$ cat config.mk
export PLATFORM = sky130hd
export DESIGN_NAME = dpsw_top
export DESIGN_NICKNAME = d
export VERILOG_FILES = /design/src/dpsw_pkg.sv /design/src/dpsw_fsm.sv /design/src/dpsw_top.sv
export SDC_FILE = /design/constraint.sdc
export NUM_CORES = 1
export LEC_CHECK = 0
export BUFFER_PORTS_ARGS = -buffer_cell sky130_fd_sc_hd__buf_2
export CORE_ASPECT_RATIO = 0.5
export CORE_MARGIN = 4
export CORE_UTILIZATION = 52
export CTS_CLUSTER_SIZE = 28
export DETAILED_ROUTE_END_ITERATION = 7
export GPL_ROUTABILITY_DRIVEN = 0
export HOLD_SLACK_MARGIN = 0.15
export PLACE_DENSITY = 0.78
export RECOVER_POWER = 100
export SYNTH_ARGS = -nofsm -noshare
export SYNTH_HDL_FRONTEND = slang
export SYNTH_SLANG_ARGS = --single-unit
export TNS_END_PERCENT = 10
$ cat constraint.sdc
create_clock -name REF_CLK -period 4.57 [get_ports REF_CLK]
set_input_delay 0.2285 -clock REF_CLK [delete_from_list [all_inputs] [get_ports REF_CLK]]
set_output_delay 0.2285 -clock REF_CLK [all_outputs]
set_load 0.005 [all_outputs]
$ cat src/dpsw_pkg.sv
// Package of offsets, field positions, reset values and types for the drive power state words
`default_nettype none
package dpsw_pkg;
  // Object indices of the register bank
  localparam logic [15:0] OFS_LAST_ERROR   = 16'h603f;
  localparam logic [15:0] OFS_COMMAND      = 16'h6040;
  localparam logic [15:0] OFS_STATE_WORD   = 16'h6041;
  localparam logic [15:0] OFS_SETPOINT     = 16'h6042;
  localparam logic [15:0] OFS_DEMAND       = 16'h6043;
  localparam logic [15:0] OFS_MEASURED     = 16'h6044;
  // Reset values
  localparam logic [15:0] RST_LAST_ERROR   = 16'h0000;
  localparam logic [15:0] RST_COMMAND      = 16'h0000;
  localparam logic [15:0] RST_STATE_WORD   = 16'h0000;
  localparam logic [15:0] RST_SETPOINT     = 16'h00c8;
  localparam logic [15:0] RST_DEMAND       = 16'h0000;
  localparam logic [15:0] RST_MEASURED     = 16'h0000;
  localparam logic [31:0] RST_VEL_MIN      = 32'h0000_0000;
  localparam logic [31:0] RST_VEL_MAX      = 32'h0000_4e20;
  // Command word bit positions
  localparam int CMD_SWITCH_ON   = 0;
  localparam int CMD_VOLTAGE     = 1;
  localparam int CMD_QUICK_N     = 2;
  localparam int CMD_RUN         = 3;
  localparam int CMD_MODE_LO     = 4;
  localparam int CMD_MODE_HI     = 6;
  localparam int CMD_FAULT_CLR   = 7;
  localparam int CMD_HALT        = 8;
  localparam int CMD_MODE_B9     = 9;
  // State word bit positions
  localparam int ST_READY    = 0;
  localparam int ST_SO       = 1;
  localparam int ST_OE       = 2;
  localparam int ST_FAULT    = 3;
  localparam int ST_POWER    = 4;
  localparam int ST_QUICK_N  = 5;
  localparam int ST_DISABLED = 6;
  localparam int ST_WARN     = 7;
  localparam int ST_SYNC     = 8;
  localparam int ST_EXTERNAL = 9;
  localparam int ST_GOAL     = 10;
  localparam int ST_LIMIT    = 11;
  localparam int ST_MODE_LO  = 12;
  localparam int ST_MODE_HI  = 13;
  localparam int ST_LOOP     = 15;
  // Operating modes that honour the halt bit
  localparam logic signed [7:0] MODE_PROFILE_POS = 8'sh01;
  localparam logic signed [7:0] MODE_VELOCITY    = 8'sh02;
  localparam logic signed [7:0] MODE_PROFILE_VEL = 8'sh03;
  localparam logic signed [7:0] MODE_PROFILE_TRQ = 8'sh04;
  localparam logic signed [7:0] MODE_INTERP_POS  = 8'sh07;
  // Power states
  typedef enum logic [2:0] {
    S_NOT_READY,
    S_SWITCH_ON_DISABLED,
    S_READY,
    S_SWITCHED_ON,
    S_OP_ENABLED,
    S_QUICK_STOP,
    S_FAULT_REACTION,
    S_FAULT
  } dpsw_state_e;
  // Register access request from the process data side
  typedef struct packed {
    logic        wr;
    logic        rd;
    logic [15:0] index;
    logic [15:0] wdata;
  } dpsw_req_s;
  // Drive-side status reported into the block
  typedef struct packed {
    logic        init_done;
    logic        fault_event;
    logic [15:0] fault_code;
    logic        fault_clearable;
    logic        reaction_done;
    logic        stop_done;
    logic        warning;
    logic        synced;
    logic        setup_ok;
    logic        index_seen;
    logic        target_reached;
    logic        open_loop;
  } dpsw_drv_s;
endpackage
`default_nettype wire

$ cat src/dpsw_fsm.sv
// Power state machine following the drive-profile transition graph
`default_nettype none
module dpsw_fsm
  import dpsw_pkg::*;
(
  // Clock and reset
  input  wire logic        clk,
  input  wire logic        rst_b,
  // Command inputs
  input  wire logic [15:0] cmd,
  // Drive events
  input  wire dpsw_drv_s   drv,
  // State out
  output dpsw_state_e      state
);
  dpsw_state_e next_state;
  logic        switch_req;
  logic        volt_req;
  logic        quick_n;
  logic        run_req;
  logic        clear_edge;
  logic        clear_q;

  assign switch_req = cmd[CMD_SWITCH_ON];
  assign volt_req   = cmd[CMD_VOLTAGE];
  assign quick_n    = cmd[CMD_QUICK_N];
  assign run_req    = cmd[CMD_RUN];

  // Fault clear acts on the rising edge only, so a held bit cannot loop
  always_ff @(posedge clk or negedge rst_b)
  begin
    if (!rst_b)
      clear_q <= 1'b0;
    else
      clear_q <= cmd[CMD_FAULT_CLR];
  end
  assign clear_edge = cmd[CMD_FAULT_CLR] & ~clear_q;

  always_comb
  begin
    next_state = state;
    case (state)
      S_NOT_READY:
        if (drv.init_done)
          next_state = S_SWITCH_ON_DISABLED;
      S_SWITCH_ON_DISABLED:
        if (volt_req && quick_n && !switch_req)
          next_state = S_READY;
      S_READY:
        if (!volt_req || !quick_n)
          next_state = S_SWITCH_ON_DISABLED;
        else if (switch_req)
          next_state = (run_req) ? S_OP_ENABLED : S_SWITCHED_ON;
      S_SWITCHED_ON:
        if (!volt_req || !quick_n)
          next_state = S_SWITCH_ON_DISABLED;
        else if (!switch_req)
          next_state = S_READY;
        else if (run_req)
          next_state = S_OP_ENABLED;
      S_OP_ENABLED:
        if (!volt_req)
          next_state = S_SWITCH_ON_DISABLED;
        else if (!quick_n)
          next_state = S_QUICK_STOP;
        else if (!switch_req)
          next_state = S_READY;
        else if (!run_req)
          next_state = S_SWITCHED_ON;
      S_QUICK_STOP:
        if (!volt_req || drv.stop_done)
          next_state = S_SWITCH_ON_DISABLED;
        else if (quick_n && switch_req && run_req)
          next_state = S_OP_ENABLED;
      S_FAULT_REACTION:
        if (drv.reaction_done)
          next_state = S_FAULT;
      S_FAULT:
        if (clear_edge && drv.fault_clearable)
          next_state = S_SWITCH_ON_DISABLED;
      default:
        next_state = S_NOT_READY;
    endcase
    // A new fault overrides any operational state
    if (drv.fault_event && state != S_FAULT && state != S_FAULT_REACTION
        && state != S_NOT_READY)
      next_state = S_FAULT_REACTION;
  end

  // State register
  always_ff @(posedge clk or negedge rst_b)
  begin
    if (!rst_b)
      state <= S_NOT_READY;
    else
      state <= next_state;
  end
endmodule
`default_nettype wire

$ cat src/dpsw_top.sv
// Register bank for command, status and velocity-mode objects of a drive
`default_nettype none
// How it works
// - last error code reads, zero at reset
// - new error overwrites last error code
// - command bit 0 requests switched on
// - command bit 1 requests voltage enabled
// - command bit 2 low forces quick stop from operation enabled
// - command bit 3 requests operation enabled
// - bit 7 clears fault when clearable
// - bit 8 halts in listed modes
// - bits 4-6 and 9 mode dependent
// - not ready, disabled, fault encodings
// - ready, switched on, enabled encodings
// - quick stop and reaction encodings
// - state bits follow current state
// - disabled bit follows its state
// - sync bit follows fieldbus lock
// - remote bit always one
// - closed loop after setup and index
// - target speed writable, resets 00c8
// - speed demand read only, zero reset
// - actual speed source selectable open loop
// - clamp target, flag internal limit
module dpsw_top
(
  // Clock and reset
  input  wire logic                  REF_CLK,
  input  wire logic                  RST_B,
  // Process data access
  input  wire dpsw_pkg::dpsw_req_s   REQ,
  output logic [15:0]                RDATA,
  output logic                       RVALID,
  output logic                       RERR,
  // Drive status, same clock domain
  input  wire dpsw_pkg::dpsw_drv_s   DRV,
  input  wire logic signed [7:0]     OP_MODE,
  input  wire logic [31:0]           VEL_MIN,
  input  wire logic [31:0]           VEL_MAX,
  input  wire logic                  SPEED_SRC_ENC,
  input  wire logic signed [15:0]    SPEED_CALC,
  input  wire logic signed [15:0]    SPEED_ENC,
  // Drive control out
  output logic                       HALT,
  output logic [3:0]                 MODE_BITS,
  output logic [1:0]                 MODE_STATUS_IN_USE,
  output logic                       POWER_ON,
  output logic                       RUN,
  output logic                       QUICK_STOP,
  output logic signed [15:0]         SPEED_DEMAND
);
  import dpsw_pkg::*;

  logic [15:0]        last_error_code;
  logic [15:0]        drive_command_word;
  logic [15:0]        drive_state_word;
  logic signed [15:0] velocity_setpoint;
  logic signed [15:0] velocity_demand_value;
  logic signed [15:0] velocity_measured;
  logic               internal_limit_flag;
  logic signed [31:0] next_demand;
  logic               next_limit;
  logic signed [31:0] sp_wide;
  logic               cmd_wr;
  logic               halt_mode;
  logic [15:0]        next_state_word;
  dpsw_state_e        state;
  logic               closed_loop_ready;
  logic               quick_halt_n;
  logic               power_state;

  assign cmd_wr       = REQ.wr && REQ.index == OFS_COMMAND;
  assign quick_halt_n = drive_command_word[CMD_QUICK_N];

  // Power state machine
  dpsw_fsm u_fsm
  (
    .clk    (REF_CLK),
    .rst_b  (RST_B),
    .cmd    (drive_command_word),
    .drv    (DRV),
    .state  (state)
  );

  // Command word written by the controller; read-only objects ignore writes
  always_ff @(posedge REF_CLK or negedge RST_B)
  begin
    if (!RST_B)
      drive_command_word <= RST_COMMAND;
    else if (cmd_wr)
      drive_command_word <= REQ.wdata;
  end

  always_ff @(posedge REF_CLK or negedge RST_B)
  begin
    if (!RST_B)
      velocity_setpoint <= RST_SETPOINT;
    else if (REQ.wr && REQ.index == OFS_SETPOINT)
      velocity_setpoint <= REQ.wdata;
  end

  always_ff @(posedge REF_CLK or negedge RST_B)
  begin
    if (!RST_B)
      last_error_code <= RST_LAST_ERROR;
    else if (DRV.fault_event)
      last_error_code <= DRV.fault_code;
  end

  always_comb
  begin
    sp_wide     = 32'(velocity_setpoint);
    next_demand = sp_wide;
    next_limit  = 1'b0;
    if (sp_wide < $signed(VEL_MIN))
    begin
      next_demand = $signed(VEL_MIN);
      next_limit  = 1'b1;
    end
    else if (sp_wide > $signed(VEL_MAX))
    begin
      next_demand = $signed(VEL_MAX);
      next_limit  = 1'b1;
    end
  end

  // demand follows clamped target only while running and not halted
  always_ff @(posedge REF_CLK or negedge RST_B)
  begin
    if (!RST_B)
    begin
      velocity_demand_value <= RST_DEMAND;
      internal_limit_flag   <= 1'b0;
    end
    else
    begin
      internal_limit_flag <= next_limit;
      if (state == S_OP_ENABLED && !HALT)
        velocity_demand_value <= next_demand[15:0];
      else
        velocity_demand_value <= RST_DEMAND;
    end
  end

  // actual speed source; closed loop always uses the encoder
  always_ff @(posedge REF_CLK or negedge RST_B)
  begin
    if (!RST_B)
      velocity_measured <= RST_MEASURED;
    else if (DRV.open_loop && !SPEED_SRC_ENC)
      velocity_measured <= SPEED_CALC;
    else
      velocity_measured <= SPEED_ENC;
  end

  assign closed_loop_ready = DRV.setup_ok && DRV.index_seen;

  // Voltage counts as applied from switched on until the machine drops out
  assign power_state = state == S_SWITCHED_ON || state == S_OP_ENABLED
                    || state == S_QUICK_STOP;

  // Every state spells out all six state bits, so each mask reads off directly
  always_comb
  begin
    next_state_word = 16'h0000;
    case (state)
      // not ready: all state bits low
      S_NOT_READY:
      begin
        next_state_word[ST_READY]    = 1'b0;
        next_state_word[ST_SO]       = 1'b0;
        next_state_word[ST_OE]       = 1'b0;
        next_state_word[ST_FAULT]    = 1'b0;
        next_state_word[ST_QUICK_N]  = 1'b0;
        next_state_word[ST_DISABLED] = 1'b0;
      end
      S_SWITCH_ON_DISABLED:
      begin
        next_state_word[ST_READY]    = 1'b0;
        next_state_word[ST_SO]       = 1'b0;
        next_state_word[ST_OE]       = 1'b0;
        next_state_word[ST_FAULT]    = 1'b0;
        next_state_word[ST_QUICK_N]  = 1'b0;
        next_state_word[ST_DISABLED] = 1'b1;
      end
      // bit 5 set, bit 6 clear
      S_READY:
      begin
        next_state_word[ST_READY]    = 1'b1;
        next_state_word[ST_SO]       = 1'b0;
        next_state_word[ST_OE]       = 1'b0;
        next_state_word[ST_FAULT]    = 1'b0;
        next_state_word[ST_QUICK_N]  = 1'b1;
        next_state_word[ST_DISABLED] = 1'b0;
      end
      S_SWITCHED_ON:
      begin
        next_state_word[ST_READY]    = 1'b1;
        next_state_word[ST_SO]       = 1'b1;
        next_state_word[ST_OE]       = 1'b0;
        next_state_word[ST_FAULT]    = 1'b0;
        next_state_word[ST_QUICK_N]  = 1'b1;
        next_state_word[ST_DISABLED] = 1'b0;
      end
      S_OP_ENABLED:
      begin
        next_state_word[ST_READY]    = 1'b1;
        next_state_word[ST_SO]       = 1'b1;
        next_state_word[ST_OE]       = 1'b1;
        next_state_word[ST_FAULT]    = 1'b0;
        next_state_word[ST_QUICK_N]  = 1'b1;
        next_state_word[ST_DISABLED] = 1'b0;
      end
      S_QUICK_STOP:
      begin
        next_state_word[ST_READY]    = 1'b1;
        next_state_word[ST_SO]       = 1'b1;
        next_state_word[ST_OE]       = 1'b1;
        next_state_word[ST_FAULT]    = 1'b0;
        next_state_word[ST_QUICK_N]  = 1'b0;
        next_state_word[ST_DISABLED] = 1'b0;
      end
      // Fault reaction shows all four low bits
      S_FAULT_REACTION:
      begin
        next_state_word[ST_READY]    = 1'b1;
        next_state_word[ST_SO]       = 1'b1;
        next_state_word[ST_OE]       = 1'b1;
        next_state_word[ST_FAULT]    = 1'b1;
        next_state_word[ST_QUICK_N]  = 1'b0;
        next_state_word[ST_DISABLED] = 1'b0;
      end
      S_FAULT:
      begin
        next_state_word[ST_READY]    = 1'b0;
        next_state_word[ST_SO]       = 1'b0;
        next_state_word[ST_OE]       = 1'b0;
        next_state_word[ST_FAULT]    = 1'b1;
        next_state_word[ST_QUICK_N]  = 1'b0;
        next_state_word[ST_DISABLED] = 1'b0;
      end
      default:
        next_state_word = 16'h0000;
    endcase
    // Voltage bit from the same state as the nibble, never a cycle behind
    next_state_word[ST_POWER]    = power_state;
    next_state_word[ST_WARN]     = DRV.warning;
    next_state_word[ST_SYNC]     = DRV.synced;
    next_state_word[ST_EXTERNAL] = 1'b1;
    // Goal flag passes straight through; limit flag comes from the registered internal_limit_flag
    next_state_word[ST_GOAL]     = DRV.target_reached;
    next_state_word[ST_LIMIT]    = internal_limit_flag;
    next_state_word[ST_MODE_HI:ST_MODE_LO] = MODE_STATUS_IN_USE;
    next_state_word[ST_LOOP]     = closed_loop_ready;
  end

  // State word register
  always_ff @(posedge REF_CLK or negedge RST_B)
  begin
    if (!RST_B)
      drive_state_word <= RST_STATE_WORD;
    else
      drive_state_word <= next_state_word;
  end

  assign halt_mode = OP_MODE == MODE_PROFILE_POS || OP_MODE == MODE_VELOCITY
                  || OP_MODE == MODE_PROFILE_VEL || OP_MODE == MODE_PROFILE_TRQ
                  || OP_MODE == MODE_INTERP_POS;

  // Drive control outputs registered for clean timing
  always_ff @(posedge REF_CLK or negedge RST_B)
  begin
    if (!RST_B)
    begin
      HALT               <= 1'b0;
      MODE_BITS          <= 4'h0;
      MODE_STATUS_IN_USE <= 2'h0;
      POWER_ON           <= 1'b0;
      RUN                <= 1'b0;
      QUICK_STOP         <= 1'b0;
    end
    else
    begin
      HALT <= halt_mode && drive_command_word[CMD_HALT];
      // passed on raw for the mode logic
      MODE_BITS <= {drive_command_word[CMD_MODE_B9],
                    drive_command_word[CMD_MODE_HI:CMD_MODE_LO]};
      MODE_STATUS_IN_USE <= {2{state == S_OP_ENABLED}}
                          & drive_command_word[CMD_MODE_LO+1:CMD_MODE_LO];
      POWER_ON   <= power_state;
      RUN        <= state == S_OP_ENABLED;
      QUICK_STOP <= state == S_QUICK_STOP && !quick_halt_n;
    end
  end
  assign SPEED_DEMAND = velocity_demand_value;

  always_ff @(posedge REF_CLK or negedge RST_B)
  begin
    if (!RST_B)
    begin
      RDATA  <= 16'h0000;
      RVALID <= 1'b0;
      RERR   <= 1'b0;
    end
    else
    begin
      RVALID <= REQ.rd;
      RERR   <= 1'b0;
      RDATA  <= 16'h0000;
      if (REQ.rd)
      begin
        if (REQ.index == OFS_LAST_ERROR)
          RDATA <= last_error_code;
        else if (REQ.index == OFS_COMMAND)
          RDATA <= drive_command_word;
        else if (REQ.index == OFS_STATE_WORD)
          RDATA <= drive_state_word;
        else if (REQ.index == OFS_SETPOINT)
          RDATA <= velocity_setpoint;
        else if (REQ.index == OFS_DEMAND)
          RDATA <= velocity_demand_value;
        else if (REQ.index == OFS_MEASURED)
          RDATA <= velocity_measured;
        else
          RERR <= 1'b1;
      end
    end
  end
endmodule
`default_nettype wire

==> results.tsv, run 1 <==
metric	value	unit
status	finished with violations	
failing checks	capacitance limit, slew limit	
Netlist cell types	66	
Ys Warns	0	
antenna violations before repair	0	
M2 GR Usage	48.10	%
Vias	6831	
critical-path maximum fanout	32	
Req. time, crit path	4.86	ns
Clock Latency Late Sink	0.42	ns
Routed wire per std cell	20.97	um
R2R cell count	11	
Core Area	13030	um2
post-layout minimum cycle time	3.930	ns
clock sink total	127	
met3 Usage GRT	9.285	%
Port Buf Inserts	211	
Max Slew Vio Count	92	
layout cells sized above 1	26.47	%
Placement Setup Slack	1.336	ns
met1 Use GR	38.42	%
startpoint types	flip-flop	
first-pass GRT wire length	37070	um
Leakage	0.005008	uW
synthesis-stage register bit count	127	
P_int	2291	uW
CP arrival	4.22	ns
HP Start	REQ[18]	
CTS tree	yes	
Die Y	90.78	um
achievable frequency	0.2545	GHz
Sequential Power Share	42.3	%
Final Hold Vio Count	0	
setup ws final	0.6403	ns
Root Driver	clkbuf_16	
RSZ-0062 raised after global routing	no	
global route hottest layer	met2	
Switching Fraction	28.38	%
FF-to-FF End	SPEED_DEMAND[9]$_DFF_PN0_	
1st-iter DRT viols	701	
hold path cells	3	
Post-Syn Nets	876	
Area growth, synth to finish	37.01	%
Antenna Nets Post-Route	0	
most numerous cell in the Yosys netlist	dfrtp_1	
Layout fillers	873	
worst hold-check path type	in2reg	
clock transition at the registers of the reported paths	0.06	ns
worst hold endpoint	RERR$_DFF_PN0_	
Final #Nets	1189	
PD cells	327.6	nW/um2
final setup vio count	0	
reg2reg setup slack	0.64	ns
Post-Synthesis Cells	645	
buffer count from post-CTS setup fixing	0	
vias in the first global route	6827	
Comb power frac	18.0	%
Mapped Avg Cell Area	11.05	um2
Worst-Margin Slew	2.096	ns
max cap viols	2	
Routed WL	23930	um
Psw	907.6	uW
largest net degree at the start of global routing	75	
Non-Filler Instances	1141	
Post-Syn Area	7126	um2
maximum VDD drop	0.2142	mV
cts bufs inserted	17	
hold_buf cts	102	
Clk network pwr share	39.7	%
worst flop-to-flop path startpoint	velocity_setpoint[15]$_DFFE_PN0P_	
drt first pass iters	7	
grt total ovfl	0	
vias per cell	5.987	
drt drc	0	
CTS max path bufs	2	
sequential area share after synthesis	44.65	%
CTS resizes	0	
EDFF count, synth	0	
# IOs	212	
top post-synthesis cells by area	dfrtp_1 (44%), ha_1 (11%), mux2_2 (5.1%), mux2_1 (4.7%), inv_1 (3.6%)	
H-tree depth	4	
Initial Util	54.70	%
Site Rows	29	
Placed Cells	1007	
crit end category	flip-flop	
HPWL after detailed placement	15430	um
diode count	0	
Synth area leader	dfrtp_1	
Crit Path Class	reg2reg	
Slew HR	-40.83	%
top cell type's share of synthesized area	43.55	%
top_reg_cell synth	dfrtp_1	
Fin Setup TNS	0	ns
Die Area	15750	um2
synth cell count leaders	dfrtp_1 (124), inv_1 (69), ha_1 (63), nand2_1 (48), mux2_2 (32)	
ys async rst share	100.0	%
Tcrit/Tclk final	85.99	%
Worst Clk Skew	0.006710	ns
Tot GR Track Use	29.91	%
Chip Width	173.5	um
## cell families after synthesis
logic type	share of synthesized area, %
buffers and inverters	5.408
AO/OA/AOI/OAI	14.94
adder cells (fa/ha/maj)	11.06
flip-flops	44.65
other	0.05263
multiplexers	12.50
AND/OR/NAND/NOR	11.13
XOR/XNOR	0.2459
## how the worst max path moves through the flow
stage	startpoint	endpoint	slack (ns)	depth (start not counted)
after detailed placement	velocity_setpoint[15]$_DFFE_PN0P_	SPEED_DEMAND[8]$_DFF_PN0_	1.34	10
after floorplan	velocity_setpoint[15]$_DFFE_PN0P_	SPEED_DEMAND[10]$_DFF_PN0_	1.22	10
final	velocity_setpoint[15]$_DFFE_PN0P_	SPEED_DEMAND[9]$_DFF_PN0_	0.64	11
after global routing	velocity_setpoint[15]$_DFFE_PN0P_	SPEED_DEMAND[15]$_DFF_PN0_	0.35	11
after CTS	velocity_setpoint[15]$_DFFE_PN0P_	SPEED_DEMAND[8]$_DFF_PN0_	0.76	11
after global placement	velocity_setpoint[15]$_DFFE_PN0P_	SPEED_DEMAND[10]$_DFF_PN0_	1.43	10
## stage by stage
| stage | hold slack (ns) | cell area [um2] | utilization [%] | power (uW) |
|---|---|---|---|---|
| 3_5_place_dp | 0.3415 | 8304 | 63.75 | 1832 |
| 4_1_cts | 0.1508 | 9878 | 75.83 | 3178 |
| 2_1_floorplan | -0.06709 | 7126 | - | 1592 |
| 5_1_grt | 0.1644 | 9763 | 74.95 | 3319 |
| 3_3_place_gp | 0.3337 | 8304 | 63.75 | 1816 |
| 6_report | 0.1773 | 9763 | 74.95 | 3198 |
## layer usage
layer  wire length (um)  up-vias
met5                  0        -
met4                828        0
met3               2770       83
met2              11040      448
met1               9293     3287
li1                   -     3013
## power groups by stage
stage | combinational (uW) | clock [uW] | sequential [uW]
floorplan | 305 | 0 | 1290
global placement | 458 | 0 | 1360
detailed placement | 475 | 0 | 1360
CTS | 568 | 1270 | 1340
global route | 629 | 1330 | 1360
finish | 575 | 1270 | 1350
## area by class of cell
class / count / area, um2 / area share, %
multi-input cells: 425 / 3496 / 35.81
flip-flops and latches: 127 / 3182 / 32.59
repair buffers: 317 / 2057 / 21.07
clock buffers: 22 / 464.2 / 4.755
inverters: 70 / 262.8 / 2.691
well taps: 170 / 212.7 / 2.179
clock inverters: 10 / 88.84 / 0.9099
## worst max-delay path: stages (launching register included)
cell           delay [ns]
dfrtp_1              0.44
buf_4                0.37
ha_1                 0.33
a21oi_1              0.14
o21ai_0              0.09
a221oi_1             0.31
o211ai_1             0.12
a21oi_1              0.26
mux2i_4              0.80
mux2i_1              0.27
o2bb2ai_1            0.08
dlygate4sd3_1        0.58
## registers in the layout, indices dropped and copies added (netlist names), 2 cells and up
signal / cells
SPEED_DEMAND: 16
u_fsm.state: 3
MODE_STATUS_IN_USE: 2
drive_command_word: 16
RDATA: 16
drive_state_word: 15
MODE_BITS: 4
velocity_setpoint: 16
last_error_code: 16
velocity_measured: 16
## cell usage in the layout (no fill, tap or decap), types with 9 or more instances in the layout
cell type      count
dfrtp_1          124
a22o_1            17
o2bb2ai_1         18
buf_2            178
dlygate4sd3_1    102
clkbuf_16         17
ha_1              63
clkbuf_1          35
mux2i_1           17
o21ai_0           15
nor2_1            17
nand2_1           49
a21oi_1           27
mux2_2            32
inv_1             69
a31oi_1           17
a21o_1             9
mux2_1            30
a222oi_1          16
nand4_1           12
nand3_1            9
Note: power is estimated with default switching activity, not from simulation.
==> run 2, diff against run 1 <==
REMOVE_ABC_BUFFERS = 1   (was default)
==> results.tsv, run 2 (synthesis results as in run 1) <==
metric	value	unit
status	finished with violations	
failing checks	capacitance limit, slew limit	
Site Rows	29	
PD cells	330.4	nW/um2
drt first pass iters	6	
Worst-Margin Slew	1.938	ns
Routed wire per std cell	20.89	um
layout cells sized above 1	27.94	%
HPWL after detailed placement	15100	um
H-tree depth	4	
Antenna Nets Post-Route	0	
first-pass GRT wire length	37470	um
Crit Path Class	in2reg	
final hold slack	0.1657	ns
Final Hold Vio Count	0	
# IOs	212	
CP max stage cell	a41oi_1	
FF-to-FF End	SPEED_DEMAND[1]$_DFF_PN0_	
Vias	6879	
drt drc	0	
startpoint types	primary input	
CP arrival	4.50	ns
vias in the first global route	7221	
HP Start	VEL_MAX[15]	
Fin Setup TNS	0	ns
hold_buf cts	103	
Final #Nets	1195	
most frequent cells in the layout	buf_2 (188), dfrtp_1 (124), dlygate4sd3_1 (103)	
clock transition at the registers of the reported paths	0.06	ns
Port Buf Inserts	211	
Die Area	15750	um2
1st-iter DRT viols	628	
post-layout minimum cycle time	4.149	ns
Area growth, synth to finish	38.35	%
Tot GR Track Use	30.09	%
clock sink total	127	
CTS tree	yes	
Leakage	0.005082	uW
Root Driver	clkbuf_16	
Chip Width	173.5	um
CTS max path bufs	2	
crit-path max cell delay	0.64	ns
Initial Util	54.70	%
cts bufs inserted	17	
RSZ-0062 raised after global routing	no	
crit end category	flip-flop	
Max Slew Vio Count	132	
worst hold-check path type	in2reg	
most common cell after layout, fill and taps aside	buf_2	
maximum VDD drop	0.1984	mV
largest net degree at the start of global routing	64	
final setup vio count	0	
Final Util	75.68	%
grt total ovfl	0	
reg2reg setup slack	0.50	ns
worst flop-to-flop path startpoint	velocity_setpoint[9]$_DFFE_PN0P_	
Slew HR	-29.21	%
Worst Clk Skew	0.01194	ns
Worst Setup EP	SPEED_DEMAND[1]$_DFF_PN0_	
max cap viols	3	
Routed WL	24040	um
buffer count from post-CTS setup fixing	0	
total power	3257	uW
vias per cell	5.977	
R2R cell count	10	
Layout fillers	859	
CTS resizes	0	
Tcrit/Tclk final	90.79	%
Core Area	13030	um2
worst-path cell chain	dlygate4sd3_1, buf_2, inv_1, ha_1, nand4_1, or4_1, o2bb2ai_1, a21oi_1, a21o_1, a41oi_1, nand3b_2, o2bb2ai_1, dlygate4sd3_1	
Die Y	90.78	um
crit path launch	VEL_MIN[9]	
achievable frequency	0.2410	GHz
Req. time, crit path	4.92	ns
antenna violations before repair	3	
critical-path maximum fanout	16	
Clock Latency Late Sink	0.42	ns
==> run 2: cell types whose count changed in the layout (fill, tap and decap cells not counted), sizes merged, moves of 2 or more <==
cell / change
diode: +4
clkinvlp: +2
clkbuf: -11
buf: +12
==> run 2: cell type report <==
type | instances | area, um2 | area share (%)
Timing Repair Buffer | 323 | 2112 | 21.42
Clock buffer | 18 | 439.2 | 4.455
Multi-Input combinational cell | 425 | 3497 | 35.47
Inverter | 70 | 262.8 | 2.665
Tap cell | 170 | 212.7 | 2.158
Antenna cell | 4 | 10.01 | 0.1015
Clock inverter | 14 | 142.6 | 1.447
Sequential cell | 127 | 3182 | 32.28
==> run 2: worst min path at each step <==
stage / end / depth (start not counted) / slack (ns)
after global routing: SPEED_DEMAND[15]$_DFF_PN0_ / 3 / 0.20
final: SPEED_DEMAND[15]$_DFF_PN0_ / 3 / 0.17
after detailed placement: last_error_code[8]$_DFFE_PN0P_ / 1 / 0.18
after floorplan: HALT$_DFF_PN0_ / 0 / -0.07
after CTS: SPEED_DEMAND[15]$_DFF_PN0_ / 3 / 0.16
after global placement: velocity_measured[8]$_DFF_PN0_ / 1 / 0.18
==> run 2: power breakdown <==
part           switching, uW  internal, uW
sequential               108          1230
combinational            282           294
clock                    531           815
total                    922          2340
==> run 2: critical path, delay by kind of cell <==
kind                       cells  cell delay [ns]
AOI/OAI and AO/OA              5             1.43
buffers and inverters          4             1.33
and+or+nand+nor                3             1.19
adders and majority gates      1             0.31
==> run 2: per-stage QoR <==
stage               worst slack (ns)  cells  cell area, um2
finish                        0.4209   1151            9858
global route                  0.3334   1151            9858
CTS                           0.7186   1147            9955
detailed placement             1.254   1012            8342
global placement               1.405   1012            8342
floorplan                      1.192    622            7003
==> run 2: metal layers <==
layer / share of wire [%] / GRT usage, %
met4: 3.5 / 13.40
met3: 9.2 / 6.859
met5: 0 / 0
met2: 49 / 51.38
met1: 38 / 36.73
==> run 3, diff against run 2 <==
PLACE_DENSITY = default   (was 0.78)
PLACE_DENSITY_LB_ADDON = 0.08   (was default)
==> results.tsv, run 3 (synthesis results as in run 1) <==
metric	value	unit
status	finished with violations	
failing checks	capacitance limit, slew limit	
vias in the first global route	6717	
layout cells sized above 1	27.74	%
Routed wire per std cell	19.11	um
Fin Setup TNS	0	ns
PD cells	324.3	nW/um2
clock transition at the registers of the reported paths	0.05	ns
Chip Width	173.5	um
CTS resizes	0	
achievable frequency	0.2381	GHz
crit end category	flip-flop	
buffer count from post-CTS setup fixing	0	
worst hold-check path type	in2reg	
CP arrival	4.48	ns
CTS max path bufs	2	
final setup vio count	0	
Max Slew Vio Count	112	
Port Buf Inserts	211	
Tot GR Track Use	28.32	%
Site Rows	29	
startpoint types	flip-flop	
Placement Cell Area	8338	um2
diode count	0	
most frequent cells in the layout	buf_2 (185), dfrtp_1 (124), dlygate4sd3_1 (104)	
Multi-input gate area	3490	um2
hold path cells	3	
Worst-Margin Slew	2.417	ns
Die Area	15750	um2
H-tree depth	4	
Worst Clk Skew	0.01429	ns
Initial Util	54.70	%
max cap viols	3	
Crit Path Class	reg2reg	
HPWL after detailed placement	15120	um
antenna violations before repair	1	
grt total ovfl	0	
RSZ-0062 raised after global routing	no	
drt first pass iters	6	
Seq. cell area	3182	um2
post-route cell area	9837	um2
Tcrit/Tclk final	91.91	%
first-pass GRT wire length	35270	um
clock sink total	127	
Final #Nets	1195	
largest net degree at the start of global routing	82	
maximum VDD drop	0.2303	mV
Core Area	13030	um2
Slew HR	-63.37	%
Req. time, crit path	4.85	ns
Area growth, synth to finish	38.05	%
most common cell after layout, fill and taps aside	buf_2	
drt drc	0	
Die Y	90.78	um
Vias	6499	
Clock Latency Late Sink	0.41	ns
Routed WL	21920	um
Layout fillers	944	
vias per cell	5.666	
1st-iter DRT viols	595	
# IOs	212	
R2R cell count	11	
Leakage	0.005054	uW
Root Driver	clkbuf_16	
Antenna Nets Post-Route	0	
CTS tree	yes	
post-layout minimum cycle time	4.200	ns
Final Hold Vio Count	0	
cts bufs inserted	17	
hold_buf cts	104	
critical-path maximum fanout	20	
[run 3: changes by cell type in the layout (fill, tap and decap cells not counted), moves of 2 or more]
cell / previous run / this run
and2_1: 1 / 3
and2_0: 4 / 2
buf_2: 188 / 185
clkinv_2: 5 / 0
clkinvlp_4: 3 / 6
diode_2: 4 / 0
[run 3: layout make-up]
class / instances / area share, %
Multi-Input combinational cell: 425 / 35.47
Clock buffer: 21 / 4.681
Inverter: 70 / 2.671
Clock inverter: 11 / 1.119
Timing Repair Buffer: 323 / 21.55
Sequential cell: 127 / 32.35
Tap cell: 170 / 2.162
[run 3: worst paths after layout]
kind                       slack, ns                             end                               from
min reg2reg                     0.35  drive_state_word[11]$_DFF_PN0_      internal_limit_flag$_DFF_PN0_
max reg2reg                     0.37       SPEED_DEMAND[1]$_DFF_PN0_  velocity_setpoint[15]$_DFFE_PN0P_
min                             0.17       SPEED_DEMAND[0]$_DFF_PN0_                         VEL_MAX[0]
min in group asynchronous       0.88  last_error_code[8]$_DFFE_PN0P_                              RST_B
max                             0.37       SPEED_DEMAND[1]$_DFF_PN0_  velocity_setpoint[15]$_DFFE_PN0P_
max in group asynchronous       1.67      SPEED_DEMAND[10]$_DFF_PN0_                              RST_B
[run 3: report_power, final]
part / total [uW] / switching (uW) / internal, uW
Sequential: 1330 / 103 / 1230
Clock: 1300 / 520 / 781
Combinational: 560 / 267 / 293
[run 3: critical path, stage by stage, from the launching register on]
cell           delay (ns)
dfrtp_1              0.76
buf_4                0.36
ha_1                 0.31
a21oi_1              0.17
o21ai_0              0.10
a221oi_1             0.34
o211ai_1             0.14
a21oi_2              0.19
mux2i_4              0.76
mux2i_1              0.30
o2bb2ai_1            0.08
dlygate4sd3_1        0.57
[run 3: layer usage]
| layer | track usage, % | wire, um | vias to the layer above |
|---|---|---|---|
| met5 | 0 | 12 | - |
| met1 | 39.26 | 9654 | 3130 |
| met2 | 44.55 | 9894 | 325 |
| met3 | 6.274 | 1962 | 38 |
| li1 | - | - | 3004 |
| met4 | 9.025 | 398 | 2 |
[run 3: stage by stage]
| step | worst slack (ns) | util (%) | hold WS (ns) | std cells | total power [uW] |
|---|---|---|---|---|---|
| CTS | 0.4465 | 76.38 | 0.1517 | 1147 | 3200 |
| global route | 0.1740 | 75.52 | 0.1684 | 1147 | 3331 |
| detailed placement | 1.003 | 64.01 | 0.3056 | 1011 | 1815 |
| floorplan | 1.192 | - | -0.06709 | 622 | 1571 |
| global placement | 1.139 | 64.01 | 0.3116 | 1011 | 1803 |
| finish | 0.3698 | 75.52 | 0.1676 | 1147 | 3190 |
